<file path="src/rtl/srap_pkg.sv">
// Shared constants for the serial register access port: frame layout,
// response formats, register map, defaults and host-side timing.
// Assumes both ends import this package whole.
package srap_pkg;

  // Command and response frame layout
  localparam int FRAME_BITS = 16;
  localparam int CMD_BIT = 15;
  localparam int ADDR_HI = 14;
  localparam int ADDR_LO = 9;
  localparam int PAR_BIT = 8;
  localparam int DATA_HI = 7;
  localparam logic [3:0] LAST_BIT_IDX = 4'hf;
  localparam logic [15:0] POR_FRAME = 16'h8000;
  localparam logic [3:0] RD_FIXED = 4'hc;

  // Register map
  localparam logic [5:0] ADDR_EN = 6'h00;
  localparam logic [5:0] ADDR_CFG1 = 6'h01;
  localparam logic [5:0] ADDR_IADJ1 = 6'h07;
  localparam logic [5:0] ADDR_IADJ2 = 6'h08;
  localparam logic [5:0] ADDR_FAULT_STATUS_FIRST = 6'h11;
  localparam logic [5:0] ADDR_FAULT_STATUS_SECOND = 6'h12;
  localparam logic [5:0] ADDR_ALT_CFG = 6'h17;
  localparam logic [5:0] ADDR_ALT_IADJ1 = 6'h18;
  localparam logic [5:0] ADDR_ALT_IADJ2 = 6'h19;
  localparam logic [5:0] ADDR_LAST = 6'h24;
  localparam int FALLBACK_BIT = 4;
  localparam int FPIN_CLR_BIT = 7;
  localparam int FAULT_STATUS_FIRST_RTO_BIT = 7;
  localparam int FAULT_STATUS_FIRST_PC_BIT = 5;
  localparam int FAULT_STATUS_FIRST_TW_BIT = 4;
  localparam logic [7:0] PC_MASK = 8'h20;
  localparam logic [7:0] FAULT_STATUS_FIRST_EVT_MASK = 8'h9f;
  localparam logic [7:0] FAULT_STATUS_FIRST_RESET = 8'h20;

  // Power-on default of each register
  function automatic logic [7:0] reg_default(input logic [5:0] addr);
    case (addr)
      6'h00, 6'h13, 6'h17, 6'h21: reg_default = 8'h3c;
      6'h04: reg_default = 8'h55;
      6'h05: reg_default = 8'h05;
      6'h06: reg_default = 8'h77;
      6'h09: reg_default = 8'h01;
      6'h0e, 6'h14, 6'h1e: reg_default = 8'h0f;
      6'h0f, 6'h1f: reg_default = 8'h0a;
      6'h10, 6'h20: reg_default = 8'h99;
      6'h16: reg_default = 8'h22;
      default: reg_default = 8'h00;
    endcase
  endfunction

  // Frame check bit: XNOR over direction, address and data (odd parity)
  function automatic logic frame_check(input logic dir, input logic [5:0] addr,
                                       input logic [7:0] data);
    frame_check = ~^{dir, addr, data};
  endfunction

  // Host serial clock: half period in ns and in system clocks (5 ns)
  localparam int CLK_NS = 5;
  localparam int SCK_HALF_NS = 50;
  localparam logic [7:0] SCK_HALF_CYC = 8'((SCK_HALF_NS + CLK_NS - 1) / CLK_NS);

  // Host Wishbone map and fields
  localparam logic [7:0] HOST_CMD_OFS = 8'h00;
  localparam logic [7:0] HOST_STAT_OFS = 8'h04;
  localparam logic [7:0] HOST_RESP_OFS = 8'h08;
  localparam int HCMD_ADDR_LO = 8;
  localparam int HCMD_DIR_BIT = 16;
  localparam int HCMD_GO_BIT = 24;

endpackage

</file>
<file path="src/rtl/srap_link_if.sv">
// Four-wire serial link between host and device.
// The open-drain data return is pulled high when nobody drives it.
`timescale 1ns/1ps
`default_nettype none
interface srap_link_if;
  logic ssn_n;     // Select, active low
  logic sck;       // Serial clock, made by the host
  logic mosi;      // Host to device data
  logic miso_drv;  // Device drive level
  logic miso_oe;   // Device drives the return line
  wire logic miso; // Resolved return line

  // Pull-up resolves the open-drain line
  assign miso = miso_oe ? miso_drv : 1'b1;

  modport device (input ssn_n, input sck, input mosi, output miso_drv, output miso_oe);
  modport host (output ssn_n, output sck, output mosi, input miso);
endinterface
`default_nettype wire

</file>
<file path="src/rtl/srap_dev.sv">
// Device end of the serial register access port: shift engine, command
// decode, response framing and the 8-bit register array it serves.
// Assumes link pins are asynchronous to clk_i and are synchronised here;
// fault event inputs come from logic on clk_i.
`timescale 1ns/1ps
`default_nettype none
module srap_dev
  import srap_pkg::*;
(
  input wire logic clk_i,              // System clock, 200 MHz
  input wire logic rst_i,              // Power-on reset, synchronous, high
  srap_link_if.device link,            // Serial link pins
  input wire logic [7:0] fault_status_first_evt_i,   // Fault events for the first status register
  input wire logic [7:0] fault_status_second_evt_i,   // Fault events for the second status register
  input wire logic fallback_pin_i,     // Fallback mode pin, asynchronous
  output logic [1:0] ch_en_o,          // Active channel enables
  output logic [7:0] ch1_iadj_o,       // Active channel 1 current setting
  output logic [7:0] ch2_iadj_o,       // Active channel 2 current setting
  output logic fallback_mode_o,        // Fallback mode in force
  output logic fault_pin_clear_o       // Fault pin clear control bit
);

  // Synchronisers: only the second stage and later are read by logic
  logic ssn_s1_r, ssn_s2_r, ssn_s3_r;
  logic sck_s1_r, sck_s2_r, sck_s3_r;
  logic mosi_s1_r, mosi_s2_r;
  logic fb_s1_r, fb_s2_r;

  // Shift engine state
  logic [15:0] rx_r;
  logic [15:0] tx_r;
  logic [3:0] rise_cnt_r;
  logic full_r;
  logic [15:0] resp_r;
  logic oe_r;

  // Register file
  logic [7:0] regs_r [0:63];
  logic [7:0] fault_status_first_r;
  logic [7:0] fault_status_second_r;

  always_ff @(posedge clk_i) begin
    if (rst_i) begin
      ssn_s1_r <= 1'b1;
      ssn_s2_r <= 1'b1;
      ssn_s3_r <= 1'b1;
      sck_s1_r <= 1'b0;
      sck_s2_r <= 1'b0;
      sck_s3_r <= 1'b0;
      mosi_s1_r <= 1'b0;
      mosi_s2_r <= 1'b0;
      fb_s1_r <= 1'b0;
      fb_s2_r <= 1'b0;
    end else begin
      ssn_s1_r <= link.ssn_n;
      ssn_s2_r <= ssn_s1_r;
      ssn_s3_r <= ssn_s2_r;
      sck_s1_r <= link.sck;
      sck_s2_r <= sck_s1_r;
      sck_s3_r <= sck_s2_r;
      mosi_s1_r <= link.mosi;
      mosi_s2_r <= mosi_s1_r;
      fb_s1_r <= fallback_pin_i;
      fb_s2_r <= fb_s1_r;
    end
  end

  // Edge detection on synchronised pins
  wire logic active = ~ssn_s2_r;
  wire logic sel_fall = ~ssn_s2_r & ssn_s3_r;
  wire logic sel_rise = ssn_s2_r & ~ssn_s3_r;
  wire logic sck_rise = active & sck_s2_r & ~sck_s3_r;
  wire logic sck_fall = active & ~sck_s2_r & sck_s3_r;

  // Received word fields, always the most recent sixteen bits
  wire logic f_dir = rx_r[CMD_BIT];
  wire logic [5:0] f_addr = rx_r[ADDR_HI:ADDR_LO];
  wire logic f_chk = rx_r[PAR_BIT];
  wire logic [7:0] f_data = rx_r[DATA_HI:0];

  // Frame checks, evaluated at select rising
  wire logic len_ok = full_r & (rise_cnt_r == 4'h0);
  wire logic chk_ok = f_chk == frame_check(f_dir, f_addr, f_data);
  wire logic rd_nz = ~f_dir & (|f_data);
  wire logic f_err = ~len_ok | ~chk_ok | rd_nz;
  wire logic clean = sel_rise & ~f_err;

  // Actions on a frame; an erroneous write is dropped here
  wire logic writable = (f_addr <= ADDR_LAST) & (f_addr != ADDR_FAULT_STATUS_FIRST) & (f_addr != ADDR_FAULT_STATUS_SECOND);
  wire logic do_wr = clean & f_dir & writable;
  wire logic clr1 = clean & ~f_dir & (f_addr == ADDR_FAULT_STATUS_FIRST);
  wire logic clr2 = clean & ~f_dir & (f_addr == ADDR_FAULT_STATUS_SECOND);
  wire logic wr_cfg1 = do_wr & (f_addr == ADDR_CFG1);

  // Read data: status registers are live, unlisted addresses stay zero
  wire logic [7:0] rd_val = (f_addr == ADDR_FAULT_STATUS_FIRST) ? fault_status_first_r :
                            (f_addr == ADDR_FAULT_STATUS_SECOND) ? fault_status_second_r : regs_r[f_addr];

  // Next response word, chosen by the command just received
  wire logic [15:0] rd_resp = {f_err, RD_FIXED, fault_status_first_r[FAULT_STATUS_FIRST_RTO_BIT], fault_status_first_r[FAULT_STATUS_FIRST_PC_BIT],
                               fault_status_first_r[FAULT_STATUS_FIRST_TW_BIT], rd_val};
  wire logic [15:0] wr_resp = {1'b0, f_dir, f_addr, f_data};
  wire logic [15:0] resp_nxt = ~f_dir ? rd_resp : (f_err ? POR_FRAME : wr_resp);

  // Outbound shifter: loads at select fall, moves on falling clock; received
  // bits follow behind so that a chained device sees them sixteen clocks later
  wire logic [15:0] tx_nxt = sel_fall ? resp_r :
                             sck_fall ? {tx_r[14:0], rx_r[0]} : tx_r;

  // Fault register next values; a new event wins over a clearing read
  wire logic [7:0] fault_status_first_keep = clr1 ? 8'h00 : (clr2 ? ~PC_MASK : 8'hff);
  wire logic [7:0] fault_status_first_nxt = (fault_status_first_r & fault_status_first_keep) | (fault_status_first_evt_i & FAULT_STATUS_FIRST_EVT_MASK);
  wire logic [7:0] fault_status_second_nxt = (fault_status_second_r & {8{~clr2}}) | fault_status_second_evt_i;

  // Fallback bit: pin sets it, a written zero clears it only with pin low
  wire logic fb_keep = regs_r[ADDR_CFG1][FALLBACK_BIT] & ~(wr_cfg1 & ~f_data[FALLBACK_BIT]);
  wire logic fb_nxt = fb_s2_r | fb_keep;
  wire logic fb_now = regs_r[ADDR_CFG1][FALLBACK_BIT];

  // Input capture on rising clock, first bit on top after sixteen
  always_ff @(posedge clk_i) begin
    if (rst_i) begin
      rx_r <= 16'h0000;
    end else if (sck_rise) begin
      rx_r <= {rx_r[14:0], mosi_s2_r};
    end
  end

  // Rising edge count: modulo sixteen plus a flag once sixteen were seen
  always_ff @(posedge clk_i) begin
    if (rst_i || sel_fall) begin
      rise_cnt_r <= 4'h0;
      full_r <= 1'b0;
    end else if (sck_rise) begin
      rise_cnt_r <= rise_cnt_r + 4'h1;
      if (rise_cnt_r == LAST_BIT_IDX) begin
        full_r <= 1'b1;
      end
    end
  end

  // Outbound word and open-drain enable; low bits pull the line, high bits
  // release it, so the enable follows the inverted top bit
  always_ff @(posedge clk_i) begin
    if (rst_i) begin
      tx_r <= 16'h0000;
      oe_r <= 1'b0;
    end else begin
      tx_r <= tx_nxt;
      oe_r <= ~ssn_s2_r & ~tx_nxt[15];
    end
  end

  assign link.miso_drv = 1'b0;
  assign link.miso_oe = oe_r;

  // Response for the next frame; the first frame after reset is fixed
  always_ff @(posedge clk_i) begin
    if (rst_i) begin
      resp_r <= POR_FRAME;
    end else if (sel_rise) begin
      resp_r <= resp_nxt;
    end
  end

  // Register array; unlisted entries are never written and read as zero
  always_ff @(posedge clk_i) begin
    if (rst_i) begin
      for (int i = 0; i < 64; i++) begin
        regs_r[i] <= reg_default(6'(i));
      end
    end else begin
      if (do_wr) begin
        regs_r[f_addr] <= f_data;
      end
      regs_r[ADDR_CFG1][FALLBACK_BIT] <= fb_nxt;
    end
  end

  // Latched fault status; the power-cycled flag is raised by reset
  always_ff @(posedge clk_i) begin
    if (rst_i) begin
      fault_status_first_r <= FAULT_STATUS_FIRST_RESET;
      fault_status_second_r <= 8'h00;
    end else begin
      fault_status_first_r <= fault_status_first_nxt;
      fault_status_second_r <= fault_status_second_nxt;
    end
  end

  // Operating outputs follow the normal or the alternate register set
  always_ff @(posedge clk_i) begin
    if (rst_i) begin
      ch_en_o <= 2'b00;
      ch1_iadj_o <= 8'h00;
      ch2_iadj_o <= 8'h00;
      fallback_mode_o <= 1'b0;
      fault_pin_clear_o <= 1'b0;
    end else begin
      ch_en_o <= fb_now ? regs_r[ADDR_ALT_CFG][1:0] : regs_r[ADDR_EN][1:0];
      ch1_iadj_o <= fb_now ? regs_r[ADDR_ALT_IADJ1] : regs_r[ADDR_IADJ1];
      ch2_iadj_o <= fb_now ? regs_r[ADDR_ALT_IADJ2] : regs_r[ADDR_IADJ2];
      fallback_mode_o <= fb_now;
      fault_pin_clear_o <= regs_r[ADDR_EN][FPIN_CLR_BIT];
    end
  end

endmodule
`default_nettype wire

</file>
<file path="src/flat_wrapper.sv">
// flat-port wrapper written by rule: the top's interface ports become plain ports
module srap_dev_flat import srap_pkg::*;
  (clk_i, rst_i, fault_status_first_evt_i, fault_status_second_evt_i, fallback_pin_i, ch_en_o, ch1_iadj_o, ch2_iadj_o, fallback_mode_o, fault_pin_clear_o, link_ssn_n, link_sck, link_mosi, link_miso_drv, link_miso_oe);
  srap_link_if link_i ();
  input wire logic clk_i;
  input wire logic rst_i;
  input wire logic [7:0] fault_status_first_evt_i;
  input wire logic [7:0] fault_status_second_evt_i;
  input wire logic fallback_pin_i;
  output logic [1:0] ch_en_o;
  output logic [7:0] ch1_iadj_o;
  output logic [7:0] ch2_iadj_o;
  output logic fallback_mode_o;
  output logic fault_pin_clear_o;
  input wire logic [$bits(link_i.ssn_n)-1:0] link_ssn_n;
  input wire logic [$bits(link_i.sck)-1:0] link_sck;
  input wire logic [$bits(link_i.mosi)-1:0] link_mosi;
  output wire logic [$bits(link_i.miso_drv)-1:0] link_miso_drv;
  output wire logic [$bits(link_i.miso_oe)-1:0] link_miso_oe;
  assign link_i.ssn_n = link_ssn_n;
  assign link_i.sck = link_sck;
  assign link_i.mosi = link_mosi;
  assign link_miso_drv = link_i.miso_drv;
  assign link_miso_oe = link_i.miso_oe;
  srap_dev u_core (.clk_i(clk_i), .rst_i(rst_i), .link(link_i), .fault_status_first_evt_i(fault_status_first_evt_i), .fault_status_second_evt_i(fault_status_second_evt_i), .fallback_pin_i(fallback_pin_i), .ch_en_o(ch_en_o), .ch1_iadj_o(ch1_iadj_o), .ch2_iadj_o(ch2_iadj_o), .fallback_mode_o(fallback_mode_o), .fault_pin_clear_o(fault_pin_clear_o));
endmodule
</file>
<file path="config.mk">
export PLATFORM = sky130hd
export DESIGN_NAME = srap_dev_flat
export DESIGN_NICKNAME = d
export VERILOG_FILES = /design/src/rtl/srap_pkg.sv /design/src/rtl/srap_link_if.sv /design/src/rtl/srap_dev.sv /design/src/flat_wrapper.sv
export SDC_FILE = /design/constraint.sdc
export NUM_CORES = 1
export LEC_CHECK = 0
export BUFFER_PORTS_ARGS = -buffer_cell sky130_fd_sc_hd__buf_2
export CAP_MARGIN = 40
export CORE_MARGIN = 1.5
export CORE_UTILIZATION = 60
export CTS_CLUSTER_DIAMETER = 120
export CTS_CLUSTER_SIZE = 24
export DETAILED_ROUTE_END_ITERATION = 10
export PLACE_DENSITY = 0.76
export SETUP_SLACK_MARGIN = 0.3
export SLEW_MARGIN = 10
export SYNTH_ARGS = -nofsm -noshare
export SYNTH_HDL_FRONTEND = slang
export SYNTH_SLANG_ARGS = --single-unit
</file>
<file path="constraint.sdc">
create_clock -name clk_i -period 4.2 [get_ports clk_i]
set_input_delay 0.42 -clock clk_i [delete_from_list [all_inputs] [get_ports clk_i]]
set_output_delay 0.42 -clock clk_i [all_outputs]
set_load 0.02 [all_outputs]
</file>
==> run summary, run 1 <==
• **outcome** complete, no violations
• **Area contributors post-synth** edfxtp_1 (53%), dfxtp_1 (7.4%), mux2i_1 (6.2%)
• **average size of a mapped cell** 12.6 um2
• **Peak supply drop** 0.000408 V
• **DRT iter0 DRCs** 2719
• **number of buffer cells added on primary ports** 40
• **transition time at the pin with the least slew margin** 0.898 ns
• **post-synthesis to final-layout area growth** 7.23%
• **final wirelength** 83.9 mm
• **area used by sequential logic in the layout** 17500 um2
• **global-route wire length before repair** 124 mm
• **count of warnings emitted by yosys** 0
• **die area** 49800 um2
• **number of DRC violations after detailed routing** 0
• **cell taking the most area after synthesis** edfxtp_1
• **cell area after synthesis** 29100 um2
• **CP Data Arrival Time** 4.06 ns
• **Min-Delay Path Class** primary input to register
• **count of cell types in the netlist** 58
• **count of cells resized by post-cts repair** 0
• **Synth top area share** 52.8%
• **Root Buffer Master** clkbuf_16
• **crit path cell chain** inv_1 > ha_1 > xnor2_1 > xnor2_1 > xnor2_2 > nand3_4 > buf_12 > buf_12 > o31ai_1 > buf_4
• **H-tree depth reported by CTS** 1
• **peak clock frequency supported by timing** 0.268 GHz
• **number of inserted filler cells in the final layout** 3504
• **remaining global-route overflow** 0
• **Max Root-Sink Buffers** 3
• **first-pass iteration count of the detailed router** 6
• **placeable core region** 47700 um2
• **via/cell ratio** 6.96
• **type of the worst setup path** register to register
• **final setup vio count** 0
• **final hold violation count** 0
• **required time of the critical path** 4.53 ns
• **placed wire-length estimate** 55.5 mm
• **worst slew margin relative to its limit** 40.1%
• **share of synthesized area occupied by flip-flops and latches** 60.2%
• **final weighted congestion in routability-driven placement** 0.968
• **largest clock skew in the final design** 0.0285 ns
• **kind of cell adding the most delay to the critical path** XOR/XNOR gates
• **Die Span Y** 223 um
• **number of antenna violations at the first check in global routing** 0
• **final critical-path share of the clock period** 88.8%
• **total of max-cap violations** 0
• **static power due to leakage** 0.0101 uW
• **post-detailed-placement cell area** 30200 um2
• **Critical Path Start Type** register
• **ports placed on the boundary** 44
• **ratio of cells with drive above 1 in the final layout** 16.4%
• **horizontal die dimension** 223 um
• **CTS tree** yes
• **time the worst path needs with I/O delays and setup** 3.73 ns
• **synthesized instance count** 2311
• **number of enable-type register cells in the synthesized netlist** 511
• **max-slew violation total from the final report** 0
• **syn nets** 2348
• **endpoint type of the worst setup path** register
• **post-route cell area** 31200 um2
• **leading register cell type out of synthesis** edfxtp_1
• **#FFs+latches synth** 618
• **final total negative setup slack** 0 ns
• **number of clock sinks** 618
• **power per cell area** 339 nW/um2
• **number of nets still failing antenna checks after routing** 0
• **multi-input combinational cell area** 10500 um2
• **worst skew pair latency** 0.63 ns
• **library cell contributing the largest single delay on the critical path** o31ai_1
• **clock transition at the register clock pins on the worst setup and hold paths after CTS** 0.10 ns
• **vias in the first global route** 19.6k
• **buffers plus inverters on the worst setup path** 4
• **unrepaired setup endpoints after global routing** no
• **maximum number of pins on one net before global-route repair** 72
• **number of core rows** 80
• **critical path fanouts, max** 24
• **via count** 20.2k
• **CP peak stage delay** 0.74 ns
• **async set-reset flop share out of synthesis** 0%
• **overall global routing resource usage** 33.7%
• **starting density of the core** 60.9%
• **number of buffers created by CTS** 29
• **routed len/inst** 28.9 um
• **Final nets** 2305
==> sequential cells by signal (all words and copies together), names as in the netlist, named ones only <==
register,cells
u_core.fallback_mode_o,1
u_core.sck_s3_r,1
u_core.ch2_iadj_o,8
u_core.fault_status_second_r,8
u_core.full_r,1
u_core.fault_status_first_r,8
u_core.mosi_s1_r,1
u_core.rise_cnt_r,4
u_core.rx_r,16
u_core.tx_r,16
u_core.mosi_s2_r,1
u_core.fault_pin_clear_o,1
u_core.resp_r,16
u_core.ssn_s1_r,1
u_core.fb_s2_r,1
u_core.ssn_s3_r,1
u_core.fb_s1_r,1
u_core.ch_en_o,2
u_core.sck_s2_r,1
u_core.sck_s1_r,1
u_core.link.miso_oe,1
u_core.regs_r,512
u_core.ch1_iadj_o,8
u_core.ssn_s2_r,1
==> through the flow <==
step           worst slack, ns  instances  util, %  hold WS, ns  total power, uW
5_1_grt                  0.305       2904     65.3       0.0229            10800
2_1_floorplan            0.715       2311        -        0.389             7260
4_1_cts                  0.651       2902     65.2      0.00290            10500
3_5_place_dp             0.300       2844     63.3        0.402             7450
3_3_place_gp             0.379       2840     63.1        0.393             7430
6_report                 0.471       2905     65.3       0.0125            10500
==> power breakdown <==
group | switching [uW] | total, uW | internal (uW) | leakage [uW]
clock | 1910 | 3220 | 1320 | 0.000387
combinational | 277 | 447 | 170 | 0.00371
sequential | 83.3 | 6880 | 6790 | 0.00596
total | 2270 | 10500 | 8280 | 0.0101
==> cells in the final DEF (no fill, tap or decap), drive strengths merged, types with 26 or more instances in the layout <==
cell type	count
a21o	37
a21oi	31
a221oi	26
a22o	32
and2	106
buf	191
clkbuf	51
dfxtp	107
edfxtp	511
mux2i	179
mux4	64
nand2	147
nor2	114
nor3	128
nor4	248
o21ai	37
o31ai	41
or2	31
==> kinds of logic (layout without fill, tap and decap cells) <==
group / count (synthesis) / count (layout) / share of synthesized area [%]
compound gates: 282 / 282 / 7.00
xor+xnor: 10 / 10 / 0.327
fa+ha+maj: 15 / 15 / 0.646
buf+inv: 285 / 262 / 3.97
flops: 618 / 618 / 60.2
mux: 259 / 259 / 11.7
other cells: 1 / 2 / 0.0129
simple gates: 841 / 842 / 16.1
==> cell type report <==
class                           count  share of cell area [%]
Clock inverter                      1                  0.0281
Tap cell                          615                    2.47
Sequential cell                   618                    56.2
Timing Repair Buffer              193                    4.97
Inverter                           17                   0.205
Antenna cell                        1                 0.00803
Clock buffer                       51                    2.59
Multi-Input combinational cell   1409                    33.6
==> cell usage after synthesis (13+ instances only) <==
cell      count
a22oi_1      22
a211oi_1     15
nor4_4       13
ha_1         15
clkbuf_1    194
o22ai_1      17
nor2_1      114
buf_2        51
and2_1      106
o21ai_0      37
a22o_1       32
nor4_1      232
nor3_1      128
buf_1        20
o31ai_1      41
nand2_1     147
a221oi_1     26
mux4_2       64
mux2_2       16
a21o_1       37
nand3_1      14
nor2b_1      18
edfxtp_1    511
mux2i_1     179
a21oi_1      31
or2_2        31
dfxtp_1     107
==> metal layers <==
layer  track usage, %  up-vias  wire, um  part of all wire [%]
met5                0        -         0                     0
met4             14.3        0      4060                   4.8
met3             6.23      200      8920                    11
met2             53.3     1186     39000                    46
li1                 -     8778         -                     -
met1             46.2    10000     32000                    38
==> repair_timing <==
action | 4_1_cts | 5_1_grt
setup endpoints to repair | 5 | 0
buffers inserted | 3 | 0
hold buffers | 2 | 0
hold endpoints to repair | 2 | 0
==> final timing paths <==
kind | to | start | slack (ns) | cells after the start
worst min register to register | u_core.ssn_s2_r | u_core.ssn_s1_r | 0.43 | 1
worst min-delay path | u_core.mosi_s1_r | link_mosi | 0.01 | 2
worst max register to register | u_core.regs_r[55][6] | u_core.rx_r[9] | 0.47 | 10
worst max-delay path | u_core.regs_r[55][6] | u_core.rx_r[9] | 0.47 | 10
No activity file was read; power rests on OpenSTA's default activity.
==> run 2, diff against run 1 <==
--- a/config.mk
+++ b/config.mk
@@ -8,11 +8,10 @@
 export BUFFER_PORTS_ARGS = -buffer_cell sky130_fd_sc_hd__buf_2
 export CAP_MARGIN = 40
 export CORE_MARGIN = 1.5
-export CORE_UTILIZATION = 60
+export CORE_UTILIZATION = 40
 export CTS_CLUSTER_DIAMETER = 120
 export CTS_CLUSTER_SIZE = 24
 export DETAILED_ROUTE_END_ITERATION = 10
-export PLACE_DENSITY = 0.76
 export SETUP_SLACK_MARGIN = 0.3
 export SLEW_MARGIN = 10
 export SYNTH_ARGS = -nofsm -noshare
==> run 2 against run 1 <==
  * First-iteration DRC count is 8.8% lower
  * Utilization is 21 points lower
  * Wire length is 6.5% higher
  * Non-clock buffer count is 8 higher
  * Final cell count is 12% higher
  * Critical path type unchanged
  * Clock skew is 0.0032 ns lower
  * Global-route usage is 9.9 points lower
  * Largest power group unchanged
  * Worst setup slack better by 0.012 ns
  * Critical path depth is 1 lower
  * Die area is 49% higher
==> run summary, run 2 (synthesized netlist as in run 1, its figures left out) <==
• **transition time at the pin with the least slew margin** 0.941 ns, was 0.898 ns
• **Psw** 2300 uW, was 2270 uW
• **largest clock skew in the final design** 0.0253 ns, was 0.0285 ns
• **final hold violation count** 0, unchanged
• **required time of the critical path** 4.55 ns, was 4.53 ns
• **Internal Pwr Total** 8280 uW, about the same
• **final weighted congestion in routability-driven placement** 0.940, was 0.968
• **final wirelength** 89.4 mm, was 83.9 mm
• **horizontal die dimension** 273 um, was 223 um
• **count of cells resized by post-cts repair** 0, unchanged
• **routed len/inst** 27.5 um, was 28.9 um
• **Peak supply drop** 0.000313 V, was 0.000408 V
• **Max Root-Sink Buffers** 3, unchanged
• **endpoint type of the worst setup path** register, unchanged
• **clock transition at the register clock pins on the worst setup and hold paths after CTS** 0.11 ns, was 0.10 ns
• **hold bufs inserted after CTS** 2, unchanged
• **static power due to leakage** 0.0101 uW, about the same
• **Critical Path Start Type** register, unchanged
• **CP Data Arrival Time** 4.07 ns, was 4.06 ns
• **via count** 20.0k, was 20.2k
• **Final nets** 2312, was 2305
• **number of antenna violations at the first check in global routing** 1, was 0
• **post-synthesis to final-layout area growth** 8.91%, was 7.23%
• **ratio of cells with drive above 1 in the final layout** 16.8%, was 16.4%
• **max FFs per register** 512, unchanged
• **logic gate share of total power** 4.2%, about the same
• **die area** 74300 um2, was 49800 um2
• **final total negative setup slack** 0 ns, unchanged
• **highest-count cells in the layout ignoring fill and taps** edfxtp_1 (511), nor4_1 (232), mux2i_1 (179), unchanged
• **H-tree depth reported by CTS** 1, unchanged
• **first-pass iteration count of the detailed router** 5, was 6
• **max-slew violation total from the final report** 0, unchanged
• **vias in the first global route** 19.3k, was 19.6k
• **total of max-cap violations** 0, unchanged
• **number of clock sinks** 618, unchanged
• **number of nets still failing antenna checks after routing** 0, unchanged
• **placeable core region** 71700 um2, was 47700 um2
• **remaining global-route overflow** 0, unchanged
• **outcome** complete, no violations, unchanged
• **starting density of the core** 40.5%, was 60.9%
• **most used cell, CP** xnor2_1
• **crit path cell chain** inv_1 > ha_1 > xnor2_1 > xnor2_1 > xnor2_2 > nand3_4 > buf_12 > o31ai_1 > buf_4, was inv_1 > ha_1 > xnor2_1 > xnor2_1 > xnor2_2 > nand3_4 > buf_12 > buf_12 > o31ai_1 > buf_4
• **worst skew pair latency** 0.63 ns, about the same
• **via/cell ratio** 6.15, was 6.96
• **CP peak stage delay** 0.67 ns, was 0.74 ns
• **placed wire-length estimate** 60.0 mm, was 55.5 mm
• **switching part of the total power** 21.7%, was 21.5%
• **total power after layout** 10600 uW, was 10500 uW
• **library cell contributing the largest single delay on the critical path** o31ai_1, unchanged
• **critical path fanouts, max** 50, was 24
• **clock power share** 30.7%, was 30.6%
• **Post-CTS Repair Setup Buffers** 0, was 3
• **peak clock frequency supported by timing** 0.269 GHz, was 0.268 GHz
• **type of the worst setup path** register to register, unchanged
• **time the worst path needs with I/O delays and setup** 3.72 ns, was 3.73 ns
• **ports placed on the boundary** 44, unchanged
• **number of buffers created by CTS** 29, unchanged
• **worst slew margin relative to its limit** 37.2%, was 40.1%
• **final critical-path share of the clock period** 88.5%, was 88.8%
• **DRT iter0 DRCs** 2479, was 2719
• **number of buffer cells added on primary ports** 40, unchanged
• **global-route wire length before repair** 130 mm, was 124 mm
• **Min-Delay Path Class** primary input to register, unchanged
• **part of the total power dissipated in sequential elements** 65.0%, was 65.2%
• **Die Span Y** 273 um, was 223 um
• **register name with the most flops** u_core.regs_r, unchanged
• **unrepaired setup endpoints after global routing** no, unchanged
• **Root Buffer Master** clkbuf_16, unchanged
• **overall global routing resource usage** 23.8%, was 33.7%
• **power per cell area** 334 nW/um2, was 339 nW/um2
• **leading cell type in the layout, fill and taps excluded** edfxtp_1, unchanged
• **number of core rows** 98, was 80
• **CTS tree** yes, unchanged
• **number of DRC violations after detailed routing** 0, unchanged
• **maximum number of pins on one net before global-route repair** 80, was 72
• **final setup vio count** 0, unchanged
==> run 2: power groups by stage <==
stage               sequential [uW]  combinational [uW]  clock [uW]
global placement               7010                 431           0
finish                         6880                 447        3250
CTS                            6880                 446        3280
floorplan                      6990                 267           0
global route                   6900                 480        3460
detailed placement             7020                 443           0
==> run 2: final cells by class <==
type,instances,area [um2]
inverters,17,63.8
clock buffers,52,812
flip-flops and latches,618,17500
clock inverters,1,8.76
well taps,950,1190
fillers,6482,40100
repair buffers,201,1610
diodes,3,7.51
multi-input cells,1408,10500
==> run 2: final timing paths <==
kind / start / endpoint / slack, ns / cells past startpoint
worst max register to register: u_core.rx_r[9] / u_core.regs_r[29][1] / 0.48 / 9
worst max-delay path: u_core.rx_r[9] / u_core.regs_r[29][1] / 0.48 / 9
worst min-delay path: fault_status_second_evt_i[5] / u_core.fault_status_second_r[5] / 0.02 / 2
worst min register to register: u_core.ssn_s1_r / u_core.ssn_s2_r / 0.43 / 1
==> run 2: critical path, delay by kind of cell (launching register included) <==
kind / cells / cell delay, ns
buf+inv: 3 / 0.74
xor+xnor: 3 / 0.73
compound gates: 1 / 0.67
flops: 1 / 0.50
simple gates: 1 / 0.41
fa+ha+maj: 1 / 0.33
==> run 2: through the flow <==
stage | utilization (%) | cell area (um2) | hold slack [ns] | cells | worst slack [ns]
final | 44.1 | 31600 | 0.0218 | 3250 | 0.483
after global routing | 44.1 | 31600 | 0.0154 | 3247 | 0.300
after CTS | 44.1 | 31600 | 0.00284 | 3246 | 0.587
after detailed placement | 42.9 | 30800 | 0.402 | 3191 | 0.609
after global placement | 42.6 | 30600 | 0.396 | 3181 | 0.523
after floorplan | - | 29100 | 0.389 | 2311 | 0.715
==> run 2: metal layers <==
layer,track usage [%],vias to the layer above,wire (um)
met2,38.8,900,42400
li1,-,8803,-
met4,7.38,0,3090
met3,3.94,142,7190
met5,0,-,0
met1,32.5,10100,36700
